[config.mk]
export PLATFORM = sky130hd
export DESIGN_NAME = smf_target_flat
export DESIGN_NICKNAME = d
export VERILOG_FILES = /design/src/smf_pkg.sv /design/src/smf_if.sv /design/src/smf_target.sv /design/src/flat_wrapper.sv
export SDC_FILE = /design/constraint.sdc
export NUM_CORES = 1
export LEC_CHECK = 0
export ABC_AREA = 1
export BUFFER_PORTS_ARGS = -buffer_cell sky130_fd_sc_hd__buf_2
export CAP_MARGIN = 20
export CORE_AREA = 3 3 110 112
export CTS_CLUSTER_DIAMETER = 60
export CTS_CLUSTER_SIZE = 8
export DETAILED_ROUTE_END_ITERATION = 12
export DIE_AREA = 0 0 113 115
export HOLD_SLACK_MARGIN = 0.1
export PLACE_DENSITY_LB_ADDON = 0.25
export SETUP_SLACK_MARGIN = 0.5
export SLEW_MARGIN = 10
export SYNTH_ARGS = -nofsm -noshare
export SYNTH_HDL_FRONTEND = slang
export SYNTH_SLANG_ARGS = --single-unit
[constraint.sdc]
create_clock -name mclk -period 2 [get_ports mclk]
set_clock_uncertainty 0.15 [all_clocks]
set_input_delay 0.4 -clock mclk [delete_from_list [all_inputs] [get_ports mclk]]
set_output_delay 0.4 -clock mclk [all_outputs]
set_load 0.02 [all_outputs]
[src/smf_pkg.sv]
// Shared constants, command codes and state types for the serial memory front end
package smf_pkg;

  // System clock
  localparam int CLK_KHZ = 100000;
  localparam int CLK_PERIOD_NS = 10;

  // Bus clock ceilings per read mode, in kHz
  localparam int F_FAST_KHZ = 10000;
  localparam int F_NORM_KHZ = 1600;
  localparam int F_APD_KHZ = 1000;

  // Least half period of the bus clock for a given ceiling, rounded up
  function automatic int half_cycles(input int f_khz);
    half_cycles = (CLK_KHZ + 2 * f_khz - 1) / (2 * f_khz);
  endfunction

  // Least time rounded up to whole clock cycles, never below one
  function automatic int ns_to_cycles(input int t_ns);
    int c;
    c = (t_ns + CLK_PERIOD_NS - 1) / CLK_PERIOD_NS;
    ns_to_cycles = (c < 1) ? 1 : c;
  endfunction

  localparam int HALF_FAST = half_cycles(F_FAST_KHZ);
  localparam int HALF_NORM = half_cycles(F_NORM_KHZ);
  localparam int HALF_APD = half_cycles(F_APD_KHZ);

  // Chip select high time and wake pulse width
  localparam int T_CS_HIGH_NS = 100;
  localparam int CS_HIGH_CYCLES = ns_to_cycles(T_CS_HIGH_NS);
  localparam int T_CSLU_NS = 20;
  localparam int CSLU_CYCLES = ns_to_cycles(T_CSLU_NS);

  // Self-timed write durations (typical figures used, maxima kept for reference)
  localparam int T_PAGE_TYP_MS = 1;
  localparam int T_PAGE_MAX_MS = 5;
  localparam int T_BYTE_TYP_US = 25;
  localparam int T_BYTE_MAX_US = 100;
  localparam int PAGE_WRITE_CYCLES_DEF = T_PAGE_TYP_MS * CLK_KHZ;
  localparam int BYTE_WRITE_CYCLES = T_BYTE_TYP_US * CLK_KHZ / 1000;

  // Power-down exit times
  localparam int T_RPD_US = 50;
  localparam int RPD_CYCLES_DEF = T_RPD_US * CLK_KHZ / 1000;
  localparam int T_XUDPD_US = 70;
  localparam int XUDPD_CYCLES_DEF = T_XUDPD_US * CLK_KHZ / 1000;

  // Framing
  localparam int BYTE_BITS = 8;
  localparam logic [5:0] FIRST_DATA_IDX = 6'h03;
  localparam logic [5:0] BYTE_CNT_MAX = 6'h3F;
  localparam int BUSY_BIT = 0;

  // Command codes
  localparam logic [7:0] OPCODE_NONE = 8'h00;
  localparam logic [7:0] CMD_WRITE = 8'h02;
  localparam logic [7:0] CMD_READ = 8'h03;
  localparam logic [7:0] FAST_READ_COMMAND = 8'h0B;
  localparam logic [7:0] CMD_READ_STATUS = 8'h05;
  localparam logic [7:0] CMD_POWER_DOWN = 8'hB9;
  localparam logic [7:0] ULTRA_DEEP_SLEEP_COMMAND = 8'h79;
  localparam logic [7:0] CMD_RESUME = 8'hAB;

  typedef enum logic [1:0] {PW_ON, PW_DOWN, PW_UDEEP, PW_WAKE} smf_power_t;

  typedef enum logic [2:0] {
    H_IDLE, H_SETUP, H_LOW, H_PAUSE, H_HIGH, H_PUSH, H_HOLD, H_GAP
  } smf_host_state_t;

endpackage

[src/smf_if.sv]
// Five-wire serial bus (select, clock, in, out, pause) between the master end and the memory front end
`timescale 1ns/1ps
`default_nettype none
interface smf_if;
  logic chip_sel_n;
  logic bus_clk;
  logic serial_in_line;
  logic serial_out_line;
  logic serial_out_oe;
  logic pause_n;
  logic serial_out_wire;

  // Output line floats while undriven; a pull-up is modelled here
  assign serial_out_wire = serial_out_oe ? serial_out_line : 1'b1;

  modport target (
    input chip_sel_n,
    input bus_clk,
    input serial_in_line,
    input pause_n,
    output serial_out_line,
    output serial_out_oe
  );

  modport host (
    output chip_sel_n,
    output bus_clk,
    output serial_in_line,
    output pause_n,
    input serial_out_wire
  );
endinterface
`default_nettype wire

[src/smf_target.sv]
// Memory-side serial front end: capture, shift-out, pause, write timing, power states
// Notes on behaviour
// - Chip select low wakes logic for transfers
// - Chip select high deselects, enters standby (code enters it only once no write is busy)
// - Deselected: input ignored, output line floats
// - Output bits change on bus clock fall
// - Input bits sampled on bus clock rise
// - Pause freezes transfer, resumes at same point
// - Master bounds clock per read mode
// - Page write finishes within 5 ms
// - Byte write finishes within 100 us
// - Master waits 50 us after resume
// - Ultra-deep exit: 20 ns select, 70 us
// - Standby reached within 8 us of deselect (code holds it off until a running write ends, up to 1 ms)
// - All bytes travel MSB first
// - Master uses bus mode 0 or 3
// - Status bit 0 shows write busy
`timescale 1ns/1ps
`default_nettype none
module smf_target import smf_pkg::*; #(
  parameter int PAGE_WRITE_CYCLES = PAGE_WRITE_CYCLES_DEF,
  parameter int WAKE_CYCLES = XUDPD_CYCLES_DEF
) (
  // System
  input wire logic mclk,
  input wire logic rst_n,
  // Serial bus
  smf_if.target bus,
  // Received bytes
  output logic [7:0] rx_data,
  output logic rx_valid,
  output logic rx_first,
  // Bytes to send
  input wire logic [7:0] tx_data,
  output logic tx_taken,
  // State
  output logic write_busy_flag,
  output logic standby,
  output logic asleep
);

  // Pin synchronisers; stage 1 is read only by stage 2
  logic cs_s1, cs_s2, cs_d;
  logic clk_s1, clk_s2, clk_d;
  logic in_s1, in_s2;
  logic hold_s1, hold_s2;

  always_ff @(posedge mclk) begin
    if (!rst_n) begin
      cs_s1 <= 1'b1;
      cs_s2 <= 1'b1;
      cs_d <= 1'b1;
      clk_s1 <= 1'b0;
      clk_s2 <= 1'b0;
      clk_d <= 1'b0;
      in_s1 <= 1'b0;
      in_s2 <= 1'b0;
      hold_s1 <= 1'b1;
      hold_s2 <= 1'b1;
    end else begin
      cs_s1 <= bus.chip_sel_n;
      cs_s2 <= cs_s1;
      cs_d <= cs_s2;
      clk_s1 <= bus.bus_clk;
      clk_s2 <= clk_s1;
      clk_d <= clk_s2;
      in_s1 <= bus.serial_in_line;
      in_s2 <= in_s1;
      hold_s1 <= bus.pause_n;
      hold_s2 <= hold_s1;
    end
  end

  // Transfer and power state
  smf_power_t pw, next_pw;
  logic [2:0] bit_cnt, next_bit_cnt;
  logic [5:0] byte_cnt, next_byte_cnt;
  logic [7:0] rx_shift, next_rx_shift;
  logic [7:0] tx_shift, next_tx_shift;
  logic [7:0] opcode, next_opcode;
  logic out_bit, next_out_bit;
  logic [7:0] next_rx_data;
  logic next_rx_valid, next_rx_first, next_tx_taken;
  logic busy, next_busy;
  logic [16:0] busy_cnt, next_busy_cnt;
  logic [12:0] wake_cnt, next_wake_cnt;
  logic [3:0] low_cnt, next_low_cnt;
  logic next_standby;

  logic sel, rise, fall, cs_rise, live;
  logic [7:0] in_byte, status_byte;
  logic frame_whole;

  assign sel = !cs_s2;
  assign rise = clk_s2 && !clk_d;
  assign fall = !clk_s2 && clk_d;
  assign cs_rise = cs_s2 && !cs_d;
  // Edges count only while selected, unpaused and awake enough to decode
  assign live = sel && hold_s2 && (pw == PW_ON || pw == PW_DOWN);

  always_comb begin
    next_pw = pw;
    next_bit_cnt = bit_cnt;
    next_byte_cnt = byte_cnt;
    next_rx_shift = rx_shift;
    next_tx_shift = tx_shift;
    next_opcode = opcode;
    next_out_bit = out_bit;
    next_rx_data = rx_data;
    next_rx_valid = 1'b0;
    next_rx_first = rx_first;
    next_tx_taken = 1'b0;
    next_busy = busy;
    next_busy_cnt = busy_cnt;
    next_wake_cnt = wake_cnt;
    next_low_cnt = low_cnt;
    next_standby = cs_s2 && !busy;
    in_byte = {rx_shift[6:0], in_s2};
    status_byte = 8'h00;
    status_byte[BUSY_BIT] = busy;
    frame_whole = (bit_cnt == 3'h0);

    if (live && rise) begin
      next_rx_shift = in_byte;
      next_bit_cnt = bit_cnt + 3'h1;
      if (bit_cnt == 3'(BYTE_BITS - 1)) begin
        if (byte_cnt == 6'h00) begin
          next_opcode = in_byte;
        end
        if (pw == PW_ON) begin
          next_rx_data = in_byte;
          next_rx_valid = 1'b1;
          next_rx_first = (byte_cnt == 6'h00);
          // Status reads are answered here; all else comes from the user side
          if ((byte_cnt == 6'h00) ? (in_byte == CMD_READ_STATUS)
                                  : (opcode == CMD_READ_STATUS)) begin
            next_tx_shift = status_byte;
          end else begin
            next_tx_shift = tx_data;
            next_tx_taken = 1'b1;
          end
        end
        if (byte_cnt != BYTE_CNT_MAX) begin
          next_byte_cnt = byte_cnt + 6'h01;
        end
      end
    end

    if (live && fall) begin
      next_out_bit = tx_shift[7];
      next_tx_shift = {tx_shift[6:0], 1'b0};
    end

    // A cut-short frame must not leave stale position or opcode behind
    if (!sel) begin
      next_bit_cnt = 3'h0;
      next_byte_cnt = 6'h00;
      next_rx_shift = 8'h00;
      next_tx_shift = 8'h00;
      next_opcode = OPCODE_NONE;
    end

    if (busy) begin
      if (busy_cnt <= 17'h00001) begin
        next_busy = 1'b0;
        next_busy_cnt = 17'h00000;
      end else begin
        next_busy_cnt = busy_cnt - 17'h00001;
      end
    end

    case (pw)
      PW_ON: begin
        if (cs_rise && frame_whole) begin
          // Writes without whole data bytes, or during a write, are dropped
          if (opcode == CMD_WRITE && byte_cnt > FIRST_DATA_IDX && !busy) begin
            next_busy = 1'b1;
            if (byte_cnt == FIRST_DATA_IDX + 6'h01) begin
              next_busy_cnt = 17'(BYTE_WRITE_CYCLES);
            end else begin
              next_busy_cnt = 17'(PAGE_WRITE_CYCLES);
            end
          end else if (opcode == CMD_POWER_DOWN && byte_cnt == 6'h01) begin
            next_pw = PW_DOWN;
          end else if (opcode == ULTRA_DEEP_SLEEP_COMMAND && byte_cnt == 6'h01) begin
            next_pw = PW_UDEEP;
            next_low_cnt = 4'h0;
          end
        end
      end
      PW_DOWN: begin
        if (cs_rise && frame_whole && opcode == CMD_RESUME && byte_cnt == 6'h01) begin
          next_pw = PW_ON;
        end
      end
      PW_UDEEP: begin
        // Bus activity is ignored; only a long enough select low wakes us
        if (sel) begin
          if (low_cnt == 4'(CSLU_CYCLES - 1)) begin
            next_pw = PW_WAKE;
            next_wake_cnt = 13'(WAKE_CYCLES - 1);
          end else begin
            next_low_cnt = low_cnt + 4'h1;
          end
        end else begin
          next_low_cnt = 4'h0;
        end
      end
      PW_WAKE: begin
        if (wake_cnt != 13'h0000) begin
          next_wake_cnt = wake_cnt - 13'h0001;
        end else if (!sel) begin
          // Wait for a frame boundary so no half frame is decoded
          next_pw = PW_ON;
        end
      end
      default: begin
        next_pw = PW_ON;
      end
    endcase
  end

  always_ff @(posedge mclk) begin
    if (!rst_n) begin
      pw <= PW_ON;
      bit_cnt <= 3'h0;
      byte_cnt <= 6'h00;
      rx_shift <= 8'h00;
      tx_shift <= 8'h00;
      opcode <= OPCODE_NONE;
      out_bit <= 1'b0;
      rx_data <= 8'h00;
      rx_valid <= 1'b0;
      rx_first <= 1'b0;
      tx_taken <= 1'b0;
      busy <= 1'b0;
      busy_cnt <= 17'h00000;
      wake_cnt <= 13'h0000;
      low_cnt <= 4'h0;
      standby <= 1'b1;
    end else begin
      pw <= next_pw;
      bit_cnt <= next_bit_cnt;
      byte_cnt <= next_byte_cnt;
      rx_shift <= next_rx_shift;
      tx_shift <= next_tx_shift;
      opcode <= next_opcode;
      out_bit <= next_out_bit;
      rx_data <= next_rx_data;
      rx_valid <= next_rx_valid;
      rx_first <= next_rx_first;
      tx_taken <= next_tx_taken;
      busy <= next_busy;
      busy_cnt <= next_busy_cnt;
      wake_cnt <= next_wake_cnt;
      low_cnt <= next_low_cnt;
      standby <= next_standby;
    end
  end

  assign write_busy_flag = busy;
  assign asleep = (pw != PW_ON);
  assign bus.serial_out_line = out_bit;
  // Floats while deselected, paused or asleep
  assign bus.serial_out_oe = sel && hold_s2 && (pw == PW_ON);

endmodule
`default_nettype wire

[src/flat_wrapper.sv]
// flat-port wrapper written by rule: the top's interface ports become plain ports
module smf_target_flat import smf_pkg::*;
#(
  parameter int PAGE_WRITE_CYCLES = PAGE_WRITE_CYCLES_DEF,
  parameter int WAKE_CYCLES = XUDPD_CYCLES_DEF
)
  (mclk, rst_n, rx_data, rx_valid, rx_first, tx_data, tx_taken, write_busy_flag, standby, asleep, bus_chip_sel_n, bus_bus_clk, bus_serial_in_line, bus_pause_n, bus_serial_out_line, bus_serial_out_oe);
  smf_if bus_i ();
  input wire logic mclk;
  input wire logic rst_n;
  output logic [7:0] rx_data;
  output logic rx_valid;
  output logic rx_first;
  input wire logic [7:0] tx_data;
  output logic tx_taken;
  output logic write_busy_flag;
  output logic standby;
  output logic asleep;
  input wire logic [$bits(bus_i.chip_sel_n)-1:0] bus_chip_sel_n;
  input wire logic [$bits(bus_i.bus_clk)-1:0] bus_bus_clk;
  input wire logic [$bits(bus_i.serial_in_line)-1:0] bus_serial_in_line;
  input wire logic [$bits(bus_i.pause_n)-1:0] bus_pause_n;
  output wire logic [$bits(bus_i.serial_out_line)-1:0] bus_serial_out_line;
  output wire logic [$bits(bus_i.serial_out_oe)-1:0] bus_serial_out_oe;
  assign bus_i.chip_sel_n = bus_chip_sel_n;
  assign bus_i.bus_clk = bus_bus_clk;
  assign bus_i.serial_in_line = bus_serial_in_line;
  assign bus_i.pause_n = bus_pause_n;
  assign bus_serial_out_line = bus_i.serial_out_line;
  assign bus_serial_out_oe = bus_i.serial_out_oe;
  smf_target #(.PAGE_WRITE_CYCLES(PAGE_WRITE_CYCLES), .WAKE_CYCLES(WAKE_CYCLES)) u_core (.mclk(mclk), .rst_n(rst_n), .bus(bus_i), .rx_data(rx_data), .rx_valid(rx_valid), .rx_first(rx_first), .tx_data(tx_data), .tx_taken(tx_taken), .write_busy_flag(write_busy_flag), .standby(standby), .asleep(asleep));
endmodule
## Word level (Yosys, flattened, before mapping)

Index checks and enable logic that the tools add are counted.
Widths: inputs -> output; s select.

| cells by class | value |
|---|---|
| add/subtract/negate cells | 5 |
| order comparisons | 2 |
| equal/unequal tests | 26 |
| muxes and demuxes | 40 |
| bitwise operators | 1 |
| reductions and logical operators | 43 |

Operators by type and width:

| cell | count |
|---|---|
| $mux 17 | 6 |
| $mux 8 | 5 |
| $mux 13 | 3 |
| $pmux 13 s2 | 1 |
| $mux 4 | 6 |
| $mux 2 | 9 |
| $le 17x1->1 const B | 1 |
| $sub 17x1->17 const B | 1 |
| $eq 8x3->1 const B | 2 |
| $eq 8x8->1 const B | 2 |
| $logic_and 1x1->1 | 16 |
| $reduce_and 3->1 | 5 |
| $reduce_bool 13->1 | 1 |
| $sub 13x1->13 const B | 1 |
| $reduce_bool 2->1 | 6 |
| $ne 2x1->1 const B | 5 |
| $ne 2x2->1 const B | 5 |
| $eq 8x2->1 const B | 1 |
| $eq 8x7->1 const B | 1 |
| $mux 1 | 8 |
| $pmux 2 s4 | 1 |
| $pmux 4 s2 | 1 |
| $reduce_and 4->1 | 2 |
| $reduce_and 8->1 | 1 |
| other kinds (22) | 27 |

| word-level totals | value |
|---|---|
| register bits | 92 |
| input port bits | 14 |
| output and inout port bits | 16 |

## Longest topological paths before layout

| depth | value |
|---|---|
| depth in word-level cells | 7 |
| mapped depth | 12 |
| depth with buffers taken out | 12 |

## Worst setup path after synthesis

OpenSTA, ideal clock, no wires.

| timing | value |
|---|---|
| path kind | register to register |
| start | register u_core.wake_cnt[0] |
| end | register u_core.wake_cnt[4] |
| setup time | 132 ps |
| data arrival time | 1428 ps |
| data required time | 1718 ps |
| slack | 290 ps |
| cell stages (with the launch flop) | 12 |
| path buffers | 1 |
| period minus slack after synthesis | 1710 ps |
| path through | dfxtp_1 > inv_1 > ha_1 > nand2_1 > nor2_2 > nand2_1 > nand2_1 > nand2_2 > buf_6 > nand2_1 > xor2_1 > a21oi_1 |

| on the way | value |
|---|---|
| word-level cells in the longest chain between the ends | 3 |
| elaborated cells on any way between the ends | 6 |
| those cells by class | 1 x add/sub; 1 x eq/ne; 2 x mux; 2 x reduce/logical |

RTL lines:

| item | RTL line | text |
|---|---|---|
| start, declared | smf_target.sv:86 | `logic [12:0] wake_cnt, next_wake_cnt;` |
| start signal, assigned | smf_target.sv:255 | `wake_cnt <= next_wake_cnt;` |
| $sub 13x1->13 / $reduce_bool 13->1 (equally long branches) | smf_target.sv:211, smf_target.sv:210 |  |
| $mux 13 / $ne 2x1->1 (equally long branches) | n/a |  |
| $pmux 13 s2 / $reduce_and 4->1 (equally long branches) | n/a |  |

Parallel ways exist; a longest one is shown, timed or not. The select of a mux whose other input is x is not followed.
A chain may end at the register's enable or synchronous reset.

## Worst setup path after layout

| timing | value |
|---|---|
| start | register u_core.cs_s2 |
| end | register u_core.byte_cnt[5] |

| on the way | value |
|---|---|
| word-level cells in the longest chain between the ends | 5 |
| elaborated cells on any way between the ends | 6 |
| those cells by class | 6 x reduce/logical |

RTL lines:

| item | RTL line | text |
|---|---|---|
| start, declared | smf_target.sv:43 | `logic cs_s1, cs_s2, cs_d;` |
| start signal, assigned | smf_target.sv:62 | `cs_s2 <= cs_s1;` |
| $logic_not 1->1 | smf_target.sv:94 | `assign sel = !cs_s2;` |
| $logic_and 1x1->1 (2 in series) | smf_target.sv:99 | `assign live = sel && hold_s2 && (pw == PW_ON \|\| pw == PW_DOWN);` |
| $logic_and 1x1->1 | smf_target.sv:123 | `if (live && rise) begin` |
| $reduce_and 3->1 (no line) | n/a |  |
| end signal, assigned | smf_target.sv:244 | `byte_cnt <= next_byte_cnt;` |
| end, declared | smf_target.sv:77 | `logic [5:0] byte_cnt, next_byte_cnt;` |

Parallel ways exist; a longest one is shown, timed or not.

==> PnR_summary.wiki <==
{| class="wikitable"
! Metric !! Value
|-
| Status || completed
|-
| Hold Slack || 0.111 ns
|-
| Setup crit end kind || flip-flop
|-
| First element of the critical path || u_core.cs_s2
|-
| Layout area overhead || 46.7%
|-
| Fillcell total || 991
|-
| Slew Viols, Final || 0
|-
| Leading cell type in the layout, fill and taps excluded || nor2_1
|-
| Final nets || 736
|-
| Library cell occupying the most area in the post-synthesis netlist || dfxtp_1
|-
| Beginning of the worst register-to-register path || u_core.cs_s2
|-
| Critical path, cell by cell || inv_4, nand3_4, inv_4, nand2_8, nor2_8, nand2_8, nor2_2, nand3_1, o21ai_1, a21oi_1
|-
| Clock share of power || 48.8%
|-
| Cell area after technology mapping || 0.00446 sq mm
|-
| Min-Delay Startpoint || bus_chip_sel_n
|-
| Proportion of layout cells with a drive suffix above 1 || 45.4%
|-
| Worst-Skew Late Latency || 0.35 ns
|-
| Number of H-tree branching levels || 3
|-
| Register area share after synthesis || 41.3%
|-
| Post-detailed-route DRC marker count || 0
|-
| Kind of path behind the tightest hold check || primary input to flip-flop
|-
| Type of the setup path with the least slack || flip-flop to flip-flop
|-
| Number of antenna repair diodes || 0
|-
| Clock root buffer || clkbuf_16
|-
| R2r setup slk || 0.30 ns
|-
| Switching Fraction || 22.1%
|-
| Maximum buffer depth of the clock tree || 2
|-
| Data required, critical path || 2.09 ns
|-
| Portion of total power attributed to combinational logic || 3.3%
|-
| Number of CTS-inserted buffers || 9
|-
| Avg Inst Size Synth || 7.27 sq um
|-
| Number of register bits inferred by synthesis || 92
|-
| Quantity of I/O buffers inserted on ports || 29
|-
| MaxCap Viol Count || 0
|-
| Total half-perimeter wirelength after legalization and detailed placement || 7.30 mm
|-
| Core footprint || 0.0113 sq mm
|-
| Worst r2r dst || u_core.byte_cnt[5]
|-
| Share of power burned in registers || 47.9%
|-
| CP max-delay cell || dfxtp_4
|-
| Die height || 115 um
|-
| Antenna violations before repair || 0
|-
| First-pass GRT wire length || 19.6 mm
|-
| Count of warnings emitted by yosys || 0
|-
| Placed Cells || 777
|-
| Hold Path Stages || 2
|-
| Overall global routing resource usage || 18.5%
|-
| Cell Int Power || 2990 uW
|-
| Share of the synthesized area in the top cell type || 41.3%
|-
| Unrepaired setup endpoints after global routing || true
|-
| Transition time at the pin with the least slew margin || 0.578 ns
|-
| Layout Cells excl Fill || 859
|-
| Chip Width || 113 um
|-
| Routed WL || 12.8 mm
|-
| Maximum number of pins on one net before global-route repair || 24
|-
| Post-route setup TNS || 0 ns
|-
| Setup-failing EPs final || 0
|-
| First-iteration detailed-routing DRC count || 227
|-
| Number of hold violations in the final report || 0
|-
| Ranking of synthesized cells by area || dfxtp_1 41%, nor2_1 9.1%, nand2_1 6.6%, inv_1 6.1%, o21ai_0 5.5%
|-
| Endpoint of the worst hold path || u_core.cs_s1
|-
| Number of global-route vias before repair || 4,134
|-
| Total overflow reported by the global router || 0
|-
| Average detailed-routed wire length per instance || 14.9 um
|-
| Synth Net Count || 639
|-
| Leakage power figure || 0.00265 uW
|-
| Synth Instances || 614
|-
| Maximum resistive drop on vdd || 406 uV
|-
| Clock tree from TritonCTS || done
|-
| Final weighted congestion in routability-driven placement || 0.837
|-
| Detail-routed via count per cell || 5.15
|-
| Type of origin of the critical path || flip-flop
|-
| CTS clock-pin slew for the worst setup and hold paths || 0.07 ns
|-
| Sink count of the clock tree || 92
|-
| Count of pins on the block boundary || 30
|-
| Cell count of the worst reg-to-reg path || 10
|-
| Post-layout minimum cycle time || 1.70 ns
|-
| Distinct cells, synth || 39
|-
| Biggest fanout along the worst timing path || 6
|-
| Number of cell rows || 39
|-
| Arrival time of the worst setup path || 1.78 ns
|-
| Routed vias || 4,428
|-
| Drt pass-1 iters || 5
|-
| Antenna Nets Post-Route || 0
|-
| Leading cell types in the layout, fill and taps excluded || 71 x nor2_1, 68 x dfxtp_1, 54 x nand2_1, 52 x buf_4, 50 x inv_1
|-
| Starting utilization of the core area || 39.4%
|-
| Relative slew slack || 61.4%
|-
| Final period util || 84.8%
|-
| Die ar. || 0.0130 sq mm
|-
| Maximum clock frequency || 0.589 GHz
|-
| Power density relative to cell area || 586 mW/mm^2
|-
| Highest cell delay on the worst timing path || 0.36 ns
|-
| NetSw || 849 uW
|}
Yosys cell counts (all sizes together):
| library cell | instances |
|---|---|
| nand3 | 42 |
| a31oi | 6 |
| xnor2 | 4 |
| nor4 | 2 |
| buf | 7 |
| o211ai | 1 |
| ha | 11 |
| inv | 81 |
| and2 | 1 |
| clkbuf | 7 |
| xor2 | 19 |
| or2 | 4 |
| clkinv | 1 |
| nand4 | 3 |
| a21boi | 1 |
| nand2 | 85 |
| nor3b | 2 |
| a311oi | 1 |
| a21oi | 51 |
| nor2 | 115 |
| a211oi | 1 |
| o21ai | 56 |
| o21bai | 1 |
| nor3 | 14 |
| o22ai | 6 |
| dfxtp | 92 |
worst max-delay path, delay by kind of cell (launching register included):
family | cells | cell delay, ns
flops | 1 | 0.36
buf+inv | 2 | 0.17
simple gates | 6 | 0.69
compound gates | 2 | 0.20
how the worst max path moves through the flow:
stage                          to  slack (ns)
3_3_place_gp     u_core.opcode[2]        0.16
2_1_floorplan        u_core.pw[0]        0.44
3_5_place_dp     u_core.opcode[2]        0.18
6_report       u_core.byte_cnt[5]        0.30
5_1_grt              u_core.pw[0]        0.18
4_1_cts         bus_serial_out_oe        0.32
power groups by stage:
stage          logic (uW)  clock network [uW]  registers (uW)
3_5_place_dp         81.4                   0            1890
2_1_floorplan        46.8                   0            1890
4_1_cts               107                1900            1840
3_3_place_gp         80.5                   0            1890
5_1_grt               135                1980            1840
6_report              126                1870            1840
sequential cells by signal, summed over array words and instances (netlist names), 2 cells and up:
signal / count
u_core.pw: 2
u_core.tx_shift: 8
u_core.rx_shift: 7
u_core.opcode: 8
u_core.low_cnt: 4
u_core.busy_cnt: 17
u_core.rx_data: 8
u_core.wake_cnt: 13
u_core.byte_cnt: 6
u_core.bit_cnt: 3
area by class of cell:
class	instances	area (sq um)	share of cell area, %
clock buffers	10	229	3.50
inverters	82	370	5.66
repair inverters	2	20.0	0.306
flip-flops and latches	92	1890	28.9
repair buffers	94	706	10.8
multi-input cells	430	3060	46.7
clock inverters	6	93.8	1.43
well taps	143	179	2.73
routing by layer:
layer  global-route usage (%)  up-vias  part of all wire (%)
met5                        0        -                     0
met4                     10.2        0                   3.3
met3                     3.00       32                   3.7
met2                     31.4      112                    50
met1                     22.6     2071                    43
li1                         -     2213                     -
through the flow:
stage / worst slack [ns] / cell area (sq um) / utilization (%) / total power, uW
3_5_place_dp: 0.185 / 4880 / 43.1 / 1970
4_1_cts: 0.317 / 5950 / 52.5 / 3850
6_report: 0.303 / 6550 / 57.8 / 3840
3_3_place_gp: 0.163 / 4880 / 43.1 / 1970
5_1_grt: 0.176 / 6550 / 57.8 / 3950
2_1_floorplan: 0.444 / 4600 / - / 1930
logic make-up after synthesis:
group | share of synthesized area [%]
adders and majority gates | 3.08
AOI/OAI and AO/OA | 15.4
xor gates and xnor gates | 4.51
DFF | 41.3
and+or+nand+nor | 27.2
buffers and inverters | 8.55
what timing repair did:
| action | 4_1_cts | 5_1_grt |
|---|---|---|
| resized for setup | 131 | 125 |
| setup buffers | 36 | 21 |
| hold endpoints to repair | 3 | 0 |
| cloned | 2 | 4 |
| setup endpoints to repair | 70 | 72 |
| hold buffers | 3 | 0 |
| pin swaps | 50 | 52 |
Power figures use the tool's default switching activity.
